--- src/hdl/ovs_pkg.sv ---
// shared constants and types of the supply monitor and supply control block
package ovs_pkg;

    localparam int DATA_W = 8;
    localparam int ADDR_W = 4;

    // register offsets
    localparam logic [ADDR_W-1:0] ADDR_EN_RISE = 4'h0;
    localparam logic [ADDR_W-1:0] ADDR_EN_FALL = 4'h1;
    localparam logic [ADDR_W-1:0] ADDR_STATUS  = 4'h2;
    localparam logic [ADDR_W-1:0] ADDR_LATCH   = 4'h3;
    localparam logic [ADDR_W-1:0] ADDR_MASK    = 4'h4;
    localparam logic [ADDR_W-1:0] ADDR_OTG     = 4'h5;
    localparam logic [ADDR_W-1:0] ADDR_IO_PWR  = 4'h6;
    localparam logic [ADDR_W-1:0] ADDR_EXT_CFG = 4'h7;

    // comparator bit positions in enable, status, latch and mask
    localparam int BIT_SUPPLY_GOOD     = 1;
    localparam int BIT_SESSION_PRESENT = 2;
    localparam int BIT_SESSION_OVER    = 3;
    localparam logic [DATA_W-1:0] STAT_MASK = 8'h0e;

    // otg control bits
    localparam int BIT_DRAIN     = 3;
    localparam int BIT_LIFT      = 4;
    localparam int BIT_INT_DRIVE = 5;
    localparam int BIT_EXT_DRIVE = 6;
    localparam logic [DATA_W-1:0] OTG_MASK = 8'h78;

    // io and power bits
    localparam int BIT_UART_MODE = 0;
    localparam int UART_LVL_LSB  = 1;
    localparam int NORM_LVL_LSB  = 3;
    localparam int LVL_W         = 2;

    // reset values and the tied indicator level
    localparam logic [DATA_W-1:0] EN_RST  = 8'h0e;
    localparam logic [DATA_W-1:0] REG_RST = 8'h00;
    localparam logic              EXT_IND_TIED = 1'b1;

    typedef enum logic [1:0] {
        VBUS_BELOW_END     = 2'h0,
        VBUS_END_TO_SESS   = 2'h1,
        VBUS_SESS_TO_VALID = 2'h2,
        VBUS_VALID         = 2'h3
    } ovs_vbus_e;

    typedef enum logic {
        MODE_SYNC = 1'h0,
        MODE_UART = 1'h1
    } ovs_mode_e;

    typedef struct packed {
        logic session_over;
        logic session_present;
        logic supply_good;
    } ovs_cmp_s;

    typedef struct packed {
        logic compl;
        logic pass;
        logic use_ext;
    } ovs_ext_cfg_s;

    typedef struct packed {
        logic              wr;
        logic              rd;
        logic [ADDR_W-1:0] addr;
        logic [DATA_W-1:0] wdata;
    } ovs_bus_req_s;

    typedef struct packed {
        logic [DATA_W-1:0] en_rise;
        logic [DATA_W-1:0] en_fall;
        logic [DATA_W-1:0] latch;
        logic [DATA_W-1:0] mask;
        logic [DATA_W-1:0] otg;
        logic [DATA_W-1:0] io_pwr;
        ovs_ext_cfg_s      ext_cfg;
        ovs_cmp_s          prev;
        logic [DATA_W-1:0] rdata;
        ovs_vbus_e         rxcmd;
        ovs_mode_e         mode;
        logic [LVL_W-1:0]  reg_lvl;
        logic [1:0]        linestate;
    } ovs_state_s;

endpackage

--- src/hdl/ovs_core.sv ---
// supply monitor status, interrupt, indicator decode and supply control
//
// Summary of operation
// session-over flag goes 0 to 1 when bus falls below session-end threshold.
// session-over comparator off only when both edge enables clear; reads 0.
// session-present enables gate interrupts only; live state stays readable.
// supply-good comparator off when both enables clear; status bit 1 reads 0.
// external supply indicator is tied to logic one internally.
// after reset indicator decoding is off; internal comparator is reported.
// select clear reports internal comparator regardless of pass and invert.
// select set: pass-only gives 1, invert gives 0, neither gives comparator.
// a peripheral link starts on session-present, not on supply-good.
// drain resistor follows otg control bit 3.
// lift resistor follows otg control bit 4.
// dedicated active-high external supply enable output.
// external supply enable is OR of internal and external drive bits.
// both drive bits clear at reset, supply enable starts low.
// entering uart mode switches regulator to the uart level field.
// in uart mode line levels are not presented on the low data lines.
// comparator outputs pass a two-flop synchroniser before use.
//
// Our own choices: the placing of the registers and the address-and-strobe port.
`timescale 1ns/1ns
`default_nettype none
module ovs_core (
    input  wire logic                          sys_clk,
    input  wire logic                          sys_rst,
    input  wire ovs_pkg::ovs_bus_req_s         reg_req,
    output logic [ovs_pkg::DATA_W-1:0]         reg_rdata,
    input  wire ovs_pkg::ovs_cmp_s             cmp_raw,
    input  wire logic [1:0]                    linestate_in,
    output logic                               cmp_supply_good_en,
    output logic                               cmp_session_over_en,
    output logic                               supply_drain_ctl,
    output logic                               supply_lift_ctl,
    output logic                               ext_supply_enable_out,
    output logic [ovs_pkg::LVL_W-1:0]          regulator_level,
    output logic                               uart_active,
    output logic [1:0]                         rxcmd_vbus_state,
    output logic [1:0]                         linestate_data,
    output logic                               irq
);
    ovs_pkg::ovs_state_s st_ff;
    ovs_pkg::ovs_state_s nxt_st;
    ovs_pkg::ovs_cmp_s   sync_cmp;
    ovs_pkg::ovs_cmp_s   live;
    logic [ovs_pkg::DATA_W-1:0] live_b;
    logic [ovs_pkg::DATA_W-1:0] prev_b;
    logic [ovs_pkg::DATA_W-1:0] evt;
    logic [ovs_pkg::DATA_W-1:0] clr;
    logic [ovs_pkg::DATA_W-1:0] rd_mux;
    logic                       vbus_valid;
    logic [ovs_pkg::LVL_W-1:0]  uart_lvl;
    logic [ovs_pkg::LVL_W-1:0]  norm_lvl;
    logic                       uart_req;

    function automatic logic [ovs_pkg::DATA_W-1:0] cmp_to_byte(input ovs_pkg::ovs_cmp_s c);
        logic [ovs_pkg::DATA_W-1:0] b;
        b = 8'h00;
        b[ovs_pkg::BIT_SUPPLY_GOOD]     = c.supply_good;
        b[ovs_pkg::BIT_SESSION_PRESENT] = c.session_present;
        b[ovs_pkg::BIT_SESSION_OVER]    = c.session_over;
        return b;
    endfunction

    // synchronise comparators
    ovs_sync #(
        .W ($bits(ovs_pkg::ovs_cmp_s))
    ) u_sync (
        .sys_clk (sys_clk),
        .sys_rst (sys_rst),
        .d       (cmp_raw),
        .q       (sync_cmp)
    );

    // session-over enabled by either edge enable
    assign cmp_session_over_en = st_ff.en_rise[ovs_pkg::BIT_SESSION_OVER]
                               | st_ff.en_fall[ovs_pkg::BIT_SESSION_OVER];
    // supply-good enabled by either edge enable
    assign cmp_supply_good_en  = st_ff.en_rise[ovs_pkg::BIT_SUPPLY_GOOD]
                               | st_ff.en_fall[ovs_pkg::BIT_SUPPLY_GOOD];

    // disabled comparators read as zero; session-present is never disabled
    always_comb begin
        live.session_over    = sync_cmp.session_over & cmp_session_over_en;
        // session-present always live
        live.session_present = sync_cmp.session_present;
        live.supply_good     = sync_cmp.supply_good & cmp_supply_good_en;
    end

    assign live_b = cmp_to_byte(live);
    assign prev_b = cmp_to_byte(st_ff.prev);

    // rising session-over is an event
    assign evt = ((live_b & ~prev_b & st_ff.en_rise)
                | (~live_b & prev_b & st_ff.en_fall)) & ovs_pkg::STAT_MASK;

    assign clr = (reg_req.wr && reg_req.addr == ovs_pkg::ADDR_LATCH) ? reg_req.wdata : 8'h00;

    // indicator decode
    ovs_vbus_src u_vbus_src (
        .internal_good (live.supply_good),
        .cfg           (st_ff.ext_cfg),
        .vbus_valid    (vbus_valid)
    );

    assign uart_lvl = st_ff.io_pwr[ovs_pkg::UART_LVL_LSB +: ovs_pkg::LVL_W];
    assign norm_lvl = st_ff.io_pwr[ovs_pkg::NORM_LVL_LSB +: ovs_pkg::LVL_W];
    assign uart_req = st_ff.io_pwr[ovs_pkg::BIT_UART_MODE];

    always_comb begin
        if (reg_req.addr == ovs_pkg::ADDR_EN_RISE) begin
            rd_mux = st_ff.en_rise;
        end else if (reg_req.addr == ovs_pkg::ADDR_EN_FALL) begin
            rd_mux = st_ff.en_fall;
        end else if (reg_req.addr == ovs_pkg::ADDR_STATUS) begin
            // live comparator state
            rd_mux = live_b;
        end else if (reg_req.addr == ovs_pkg::ADDR_LATCH) begin
            rd_mux = st_ff.latch;
        end else if (reg_req.addr == ovs_pkg::ADDR_MASK) begin
            rd_mux = st_ff.mask;
        end else if (reg_req.addr == ovs_pkg::ADDR_OTG) begin
            rd_mux = st_ff.otg;
        end else if (reg_req.addr == ovs_pkg::ADDR_IO_PWR) begin
            rd_mux = st_ff.io_pwr;
        end else if (reg_req.addr == ovs_pkg::ADDR_EXT_CFG) begin
            rd_mux = {5'h00, st_ff.ext_cfg};
        end else begin
            rd_mux = 8'h00;
        end
    end

    always_comb begin
        nxt_st = st_ff;
        if (reg_req.wr) begin
            if (reg_req.addr == ovs_pkg::ADDR_EN_RISE) begin
                nxt_st.en_rise = reg_req.wdata & ovs_pkg::STAT_MASK;
            end else if (reg_req.addr == ovs_pkg::ADDR_EN_FALL) begin
                nxt_st.en_fall = reg_req.wdata & ovs_pkg::STAT_MASK;
            end else if (reg_req.addr == ovs_pkg::ADDR_MASK) begin
                nxt_st.mask = reg_req.wdata & ovs_pkg::STAT_MASK;
            end else if (reg_req.addr == ovs_pkg::ADDR_OTG) begin
                nxt_st.otg = reg_req.wdata & ovs_pkg::OTG_MASK;
            end else if (reg_req.addr == ovs_pkg::ADDR_IO_PWR) begin
                nxt_st.io_pwr = reg_req.wdata;
            end else if (reg_req.addr == ovs_pkg::ADDR_EXT_CFG) begin
                nxt_st.ext_cfg = reg_req.wdata[2:0];
            end
        end
        // set wins over a same-cycle clear
        nxt_st.latch = ((st_ff.latch & ~clr) | evt) & ovs_pkg::STAT_MASK;
        nxt_st.prev  = live;
        // read data stand one cycle only
        nxt_st.rdata = reg_req.rd ? rd_mux : 8'h00;
        if (vbus_valid) begin
            nxt_st.rxcmd = ovs_pkg::VBUS_VALID;
        end else if (live.session_present) begin
            nxt_st.rxcmd = ovs_pkg::VBUS_SESS_TO_VALID;
        end else if (!live.session_over) begin
            nxt_st.rxcmd = ovs_pkg::VBUS_END_TO_SESS;
        end else begin
            nxt_st.rxcmd = ovs_pkg::VBUS_BELOW_END;
        end
        // uart selects uart regulator level
        nxt_st.mode    = uart_req ? ovs_pkg::MODE_UART : ovs_pkg::MODE_SYNC;
        nxt_st.reg_lvl = uart_req ? uart_lvl : norm_lvl;
        // line levels withheld in uart
        nxt_st.linestate = uart_req ? 2'h0 : linestate_in;
    end

    always_ff @(posedge sys_clk) begin
        if (sys_rst) begin
            st_ff.en_rise   <= ovs_pkg::EN_RST;
            st_ff.en_fall   <= ovs_pkg::EN_RST;
            st_ff.latch     <= ovs_pkg::REG_RST;
            st_ff.mask      <= ovs_pkg::REG_RST;
            // drive bits clear at reset
            st_ff.otg       <= ovs_pkg::REG_RST;
            st_ff.io_pwr    <= ovs_pkg::REG_RST;
            // indicator decode off at reset
            st_ff.ext_cfg   <= '0;
            st_ff.prev      <= '0;
            st_ff.rdata     <= 8'h00;
            st_ff.rxcmd     <= ovs_pkg::VBUS_BELOW_END;
            st_ff.mode      <= ovs_pkg::MODE_SYNC;
            st_ff.reg_lvl   <= 2'h0;
            st_ff.linestate <= 2'h0;
        end else begin
            st_ff <= nxt_st;
        end
    end

    assign reg_rdata        = st_ff.rdata;
    // drain resistor control
    assign supply_drain_ctl = st_ff.otg[ovs_pkg::BIT_DRAIN];
    // lift resistor control
    assign supply_lift_ctl  = st_ff.otg[ovs_pkg::BIT_LIFT];
    // R13: supply enable OR
    assign ext_supply_enable_out = st_ff.otg[ovs_pkg::BIT_INT_DRIVE]
                                 | st_ff.otg[ovs_pkg::BIT_EXT_DRIVE];
    assign regulator_level  = st_ff.reg_lvl;
    assign uart_active      = (st_ff.mode == ovs_pkg::MODE_UART);
    assign rxcmd_vbus_state = st_ff.rxcmd;
    assign linestate_data   = st_ff.linestate;
    // level interrupt from masked sticky bits
    assign irq              = |(st_ff.latch & st_ff.mask);
endmodule // ovs_core
`default_nettype wire

--- src/hdl/ovs_sync.sv ---
// two-flop synchroniser for comparator levels
`timescale 1ns/1ns
`default_nettype none
module ovs_sync #(
    parameter int W = 3
) (
    input  wire logic         sys_clk,
    input  wire logic         sys_rst,
    input  wire logic [W-1:0] d,
    output logic      [W-1:0] q
);
    typedef struct packed {
        logic [W-1:0] meta;
        logic [W-1:0] hold;
    } ovs_sync_s;

    ovs_sync_s st_ff;
    ovs_sync_s nxt_st;

    // meta is read by hold only
    always_comb begin
        nxt_st.meta = d;
        nxt_st.hold = st_ff.meta;
    end

    always_ff @(posedge sys_clk) begin
        if (sys_rst) begin
            st_ff <= '0;
        end else begin
            st_ff <= nxt_st;
        end
    end

    assign q = st_ff.hold;
endmodule // ovs_sync
`default_nettype wire

--- src/hdl/ovs_vbus_src.sv ---
// decode of the supply-valid source reported in receive commands
`timescale 1ns/1ns
`default_nettype none
module ovs_vbus_src (
    input  wire logic                 internal_good,
    input  wire ovs_pkg::ovs_ext_cfg_s cfg,
    output logic                      vbus_valid
);
    logic ext_ind;

    // indicator tied high
    assign ext_ind = ovs_pkg::EXT_IND_TIED;

    always_comb begin
        // internal source when select clear
        if (!cfg.use_ext) begin
            vbus_valid = internal_good;
        // complement forces zero
        end else if (cfg.compl) begin
            vbus_valid = 1'b0;
        end else if (cfg.pass) begin
            vbus_valid = ext_ind;
        end else begin
            vbus_valid = internal_good;
        end
    end
endmodule // ovs_vbus_src
`default_nettype wire

--- config.mk ---
export PLATFORM = sky130hd
export DESIGN_NAME = ovs_core
export DESIGN_NICKNAME = d
export VERILOG_FILES = /design/src/hdl/ovs_pkg.sv /design/src/hdl/ovs_core.sv /design/src/hdl/ovs_sync.sv /design/src/hdl/ovs_vbus_src.sv
export SDC_FILE = /design/constraint.sdc
export NUM_CORES = 1
export LEC_CHECK = 0
export ABC_CLOCK_PERIOD_IN_PS = 1850
export BUFFER_PORTS_ARGS = -buffer_cell sky130_fd_sc_hd__buf_2
export CORE_MARGIN = 2
export CORE_UTILIZATION = 45
export DETAILED_ROUTE_END_ITERATION = 12
export PLACE_DENSITY = 0.77
export SLEW_MARGIN = 25
export SYNTH_ARGS = -nofsm -noshare
export SYNTH_HDL_FRONTEND = slang
export SYNTH_SLANG_ARGS = --single-unit
--- constraint.sdc ---
create_clock -name sys_clk -period 1.85 [get_ports sys_clk]
set_clock_uncertainty 0.2 [all_clocks]
set_input_delay 0.37 -clock sys_clk [delete_from_list [all_inputs] [get_ports sys_clk]]
set_output_delay 0.37 -clock sys_clk [all_outputs]
set_load 0.01 [all_outputs]
# Yosys cells after proc, flatten, opt, wreduce, memory -nomap -nowiden
# Cells that the tools add are included.
[word_totals]
register_bits = 51
latch_bits = 0
ramBits = 0
romBits = 0
in_bits = 21
out_inout_bits = 21
wordCells = 76
n_memories = 0
[classes]
add_sub_neg = 0
multipliers = 0
div = 0
order_cmp = 0
eq_ne = 7
shifts = 0
muxes = 17
n_bitwise = 22
n_reduce_logical = 11
[op_table]
columns = ["cell", "count"]
rows = [
  ["$mux 8", 7],
  ["$and 4x4->4", 6],
  ["$eq 4x3->1 const B", 4],
  ["$not 4->4", 3],
  ["$eq 4x2->1 const B", 2],
  ["$or 4x4->4", 2],
  ["$reduce_or 8->1", 1],
  ["$reduce_and 7->1", 1],
  ["$mux 2", 3],
  ["$not 1->1", 6],
  ["$reduce_and 6->1", 1],
  ["$mux 1", 5],
  ["$reduce_and 5->1", 1],
  ["$eq 4x1->1 const B", 1],
  ["$logic_not 4->1", 1],
  ["$mux 4", 1],
  ["$reduce_and 4->1", 1],
  ["$reduce_or 2->1", 2],
  ["$mux 3", 1],
  ["$or 1x1->1", 3],
  ["$reduce_and 3->1", 1],
  ["$and 1x1->1", 2],
  ["$reduce_and 2->1", 1],
  ["$logic_and 1x1->1", 1],
]

# Longest topological paths before layout
[logic_depth]
depth_word = 9
depth_mapped = 5
ltp_nobuf = 3

# Hierarchy
# A second synthesis with hierarchy kept.
[hier_totals]
hier_cells = 233
hier_area_um2 = 2168.3
[by_module_without_submodules]
columns = ["mod", "n_inst", "cells_per_inst", "area_per_inst_um2", "seq_area_each_um2"]
rows = [
  ["ovs_core", 1, 219, 2000.7, 900.9],
  ["ovs_sync", 1, 12, 157.7, 120.1],
  ["ovs_vbus_src", 1, 2, 10.0, 0.0],
]

# Worst setup path after synthesis
# No wires, ideal clock.
[synth_timing]
kind = "input-to-reg"
from = "in reg_req[8] in the netlist's numbering"
to = "reg st_ff[62] in the netlist's numbering"
setup_time_ns = 0.120
arrival_ns = 1.176
t_required_ns = 1.530
setup_slack_ns = 0.354
stages = 4
n_path_buf = 1
cell_sequence = "buf_2 > nor2_1 > nand2_1 > a211o_1"
[synth_via]
elab_chain_len = 2
[synth_rtl]
columns = ["element", "line", "rtl"]
rows = [
  ["start: declaration", "ovs_core.sv:28", "input wire ovs_pkg::ovs_bus_req_s reg_req,"],
  ["$logic_not 4->1", "ovs_core.sv:137", "if (reg_req.addr == ovs_pkg::ADDR_EN_RISE) begin"],
  ["$reduce_and 2->1 (no source line)", "-", ""],
  ["end signal: assignment", "ovs_core.sv:190", "st_ff <= nxt_st;"],
  ["end: declaration", "ovs_core.sv:43", "ovs_pkg::ovs_state_s st_ff;"],
]
# No other way between the ends.
# A chain may end at the register's enable or synchronous reset.

# Worst setup path in the final report
[layout_timing]
from = "reg st_ff[48] in the netlist's numbering"
to = "out irq"
[layout_via]
elab_chain_len = 2
[layout_rtl]
columns = ["element", "line", "rtl"]
rows = [
  ["$and 4x4->4", "ovs_core.sv:207", "assign irq = |(st_ff.latch & st_ff.mask);"],
  ["$reduce_or 8->1", "ovs_core.sv:207", ""],
  ["end: declaration", "ovs_core.sv:41", "output logic irq"],
]
# No other way between the ends.

==> metrics.yaml <==
status:
  outcome: "finished clean"
drt:
  num_vias: 1916
  drt-total-wl_microns: 5100
  drtAntennaViolNets: 0
  route.detailed.drc: 0
  wire_per_inst_microns: 14.7
  dr.pass1.iters: 6
  via_per_inst: 5.54
  drtIter0Drc: 132
layout:
  fillers: 486
  antenna_cells: 0
  drive_above_1_share: 0.240
  nNetsFinal: 300
  stdcell_area_sq_um: 2520
  layout_commonest_cell: "dfxtp_1"
  final_cell_mix: "dfxtp_1, buf_2, o21ai_0"
  syn2layout_area_growth_pct: 13.3
  utilization: 0.530
synth:
  synth_area_leaders: "dfxtp_1, o21ai_0, buf_4, nand3_1, a21oi_1"
  yosys_register_bits: 51
  synth_top_area_cell: "dfxtp_1"
  synth_area_sq_um: 2220
  ys_seq_area_frac: 0.459
  async_flop_share: 0
  synth_edf_count: 0
  synth-main-ff-cell: "dfxtp_1"
  yosysUniqueCellTypes: 38
  syn_nets: 272
  synth_top_area_frac: 0.459
  synth_area_per_cell_sq_um: 8.86
  yosysWarnings: 0
  synthCells: 251
timing:
  min_period_over_period: 0.958
  drv_slew: 0
  tightest_slew_ns: 0.400
  period_minus_slack_ns: 1.77
  slew-limit-headroom: 0.732
  holdWs_ns: 0.0748
  setup_viol: 0
  fin_tns_setup_ns: 0
  fmax_ghz: 0.564
  hold_viol_final: 0
  rsz0062_at_grt: "no"
power_and_ir_drop:
  p_total_mw: 2.06
  vdd_drop_max_v: 0.000456
  p_leak_nw: 0.994
  p_per_area_nw_per_um2: 819
floorplanning:
  num_rows: 25
  die-area_sq_um: 5520
  core_sq_um: 4750
  io_pins: 42
  start_util: 0.468
  die_x_microns: 74.3
  die_h_microns: 74.3
global_route:
  grt-ovfl-total: 0
  grt_util_all_layers: 0.199
  antenna_found_initial: 0
  grt_pass1_vias: 1762
  grt_pass1_wl_microns: 8430
  grt_max_degree: 45
place:
  gp_congestion: 0.814
  placed_area_sq_um: 2420
  dp_hpwl_microns: 3470
  portBuffers: 41
cts:
  postCtsHoldBufs: 0
  cts_resized: 0
  clk_latency_ns: 0.30
  clkTransAtPathRegs_ns: 0.08
  cts_tree: "done"
  cts_htree_levels: 2
  cts_root_buf: "clkbuf_8"
  cts.sinks: 51
  numCtsBuffers: 5
  postCtsSetupBuffers: 0
  cts.path.max_buffers: 2
setup_path:
  r2r_cells: 3
  crit_path_end_kind: "primary output"
  r2r_start: "st_ff[64]"
  critical_path_arrival_ns: 1.20
  start_kind: "register"
  cp_max_fo: 3
  rrSetupSlack_ns: 0.39
  required_ns: 1.28
  regToRegEndpoint: "reg_rdata[3]"
  critPathKind: "reg -> out"
min_path:
  holdCritPathClass: "in -> reg"
  holdCritStartpoint: "cmp_raw[2]"
  holdPathEnd: "u_sync.nxt_st[2]"
  hold_path_depth: 2
job:
  maxCapViolCount: 0
[worst max path at each step]
stage	slack (ns)	cells past startpoint	startpoint	to
2_1_floorplan	0.35	4	reg_req[8]	st_ff[62]
3_3_place_gp	0.19	4	reg_req[8]	st_ff[56]
3_5_place_dp	0.15	4	reg_req[8]	st_ff[56]
4_1_cts	0.06	3	st_ff[48]	irq
5_1_grt	0.001	3	st_ff[48]	irq
6_report	0.08	3	st_ff[48]	irq
[synthesized netlist by cell type, types with 3 or more instances]
cell and count:
a211o_1 6, a21oi_1 20, a22oi_1 3, a31oi_1 4, and3_1 6, buf_1 3, buf_2 8, buf_4 15
clkbuf_1 3, dfxtp_1 51, inv_1 5, mux2i_1 7, nand2_1 12, nand2b_1 4, nand3_1 21, nand3b_1 6
nand4_1 3, nor2_1 12, nor2b_1 9, nor3b_1 3, o21ai_0 25, or2_2 5
[worst max-delay path, stage by stage (launching register included)]
cell and delay (ns):
dfxtp_1 0.34, a222oi_1 0.35, inv_1 0.07, buf_2 0.14
[metrics by stage]
step,std cells,setup WS [ns]
2_1_floorplan,251,0.354
3_3_place_gp,339,0.191
3_5_place_dp,339,0.147
4_1_cts,346,0.0597
5_1_grt,346,0.00126
6_report,346,0.0775
[final cells by class]
class	instances	area, sq um	area share
sequential	51	1020	0.405
multi-input combinational	164	993	0.394
timing repair buffer	52	300	0.119
tap	67	83.8	0.0333
clock buffer	6	72.6	0.0288
clock inverter	1	30.0	0.0119
inverter	5	18.8	0.00745
[cell families (layout without fill, tap and decap cells)]
kind of cell	Yosys count	after routing	synth area share
AND/OR/NAND/NOR	87	87	0.219
AO/OA/AOI/OAI	70	70	0.196
buffers and inverters	36	64	0.0945
flip-flops	51	51	0.459
multiplexers	7	7	0.0315
[state kept, by name, summed over array words and instances, names as in the netlist, 3 cells and up]
| signal | cells |
|---|---|
| st_ff | 23 |
| reg_rdata | 8 |
| prev_b | 3 |
| u_sync.nxt_st | 3 |
| u_sync.q | 3 |
[report_power, final]
group          switching (mW)  total (mW)  internal (mW)  leakage (nW)
combinational           0.113       0.190         0.0775         0.528
sequential             0.0170        1.14           1.12         0.415
clock                   0.335       0.732          0.396        0.0513
[layer usage]
metal,vias up,GRT usage,routed length (microns)
met5,-,0,0
met1,897,0.255,2200
met4,0,0.0813,100
li1,936,-,-
met3,9,0.0637,382
met2,74,0.312,2420
Note: power is estimated with default switching activity, not from simulation.
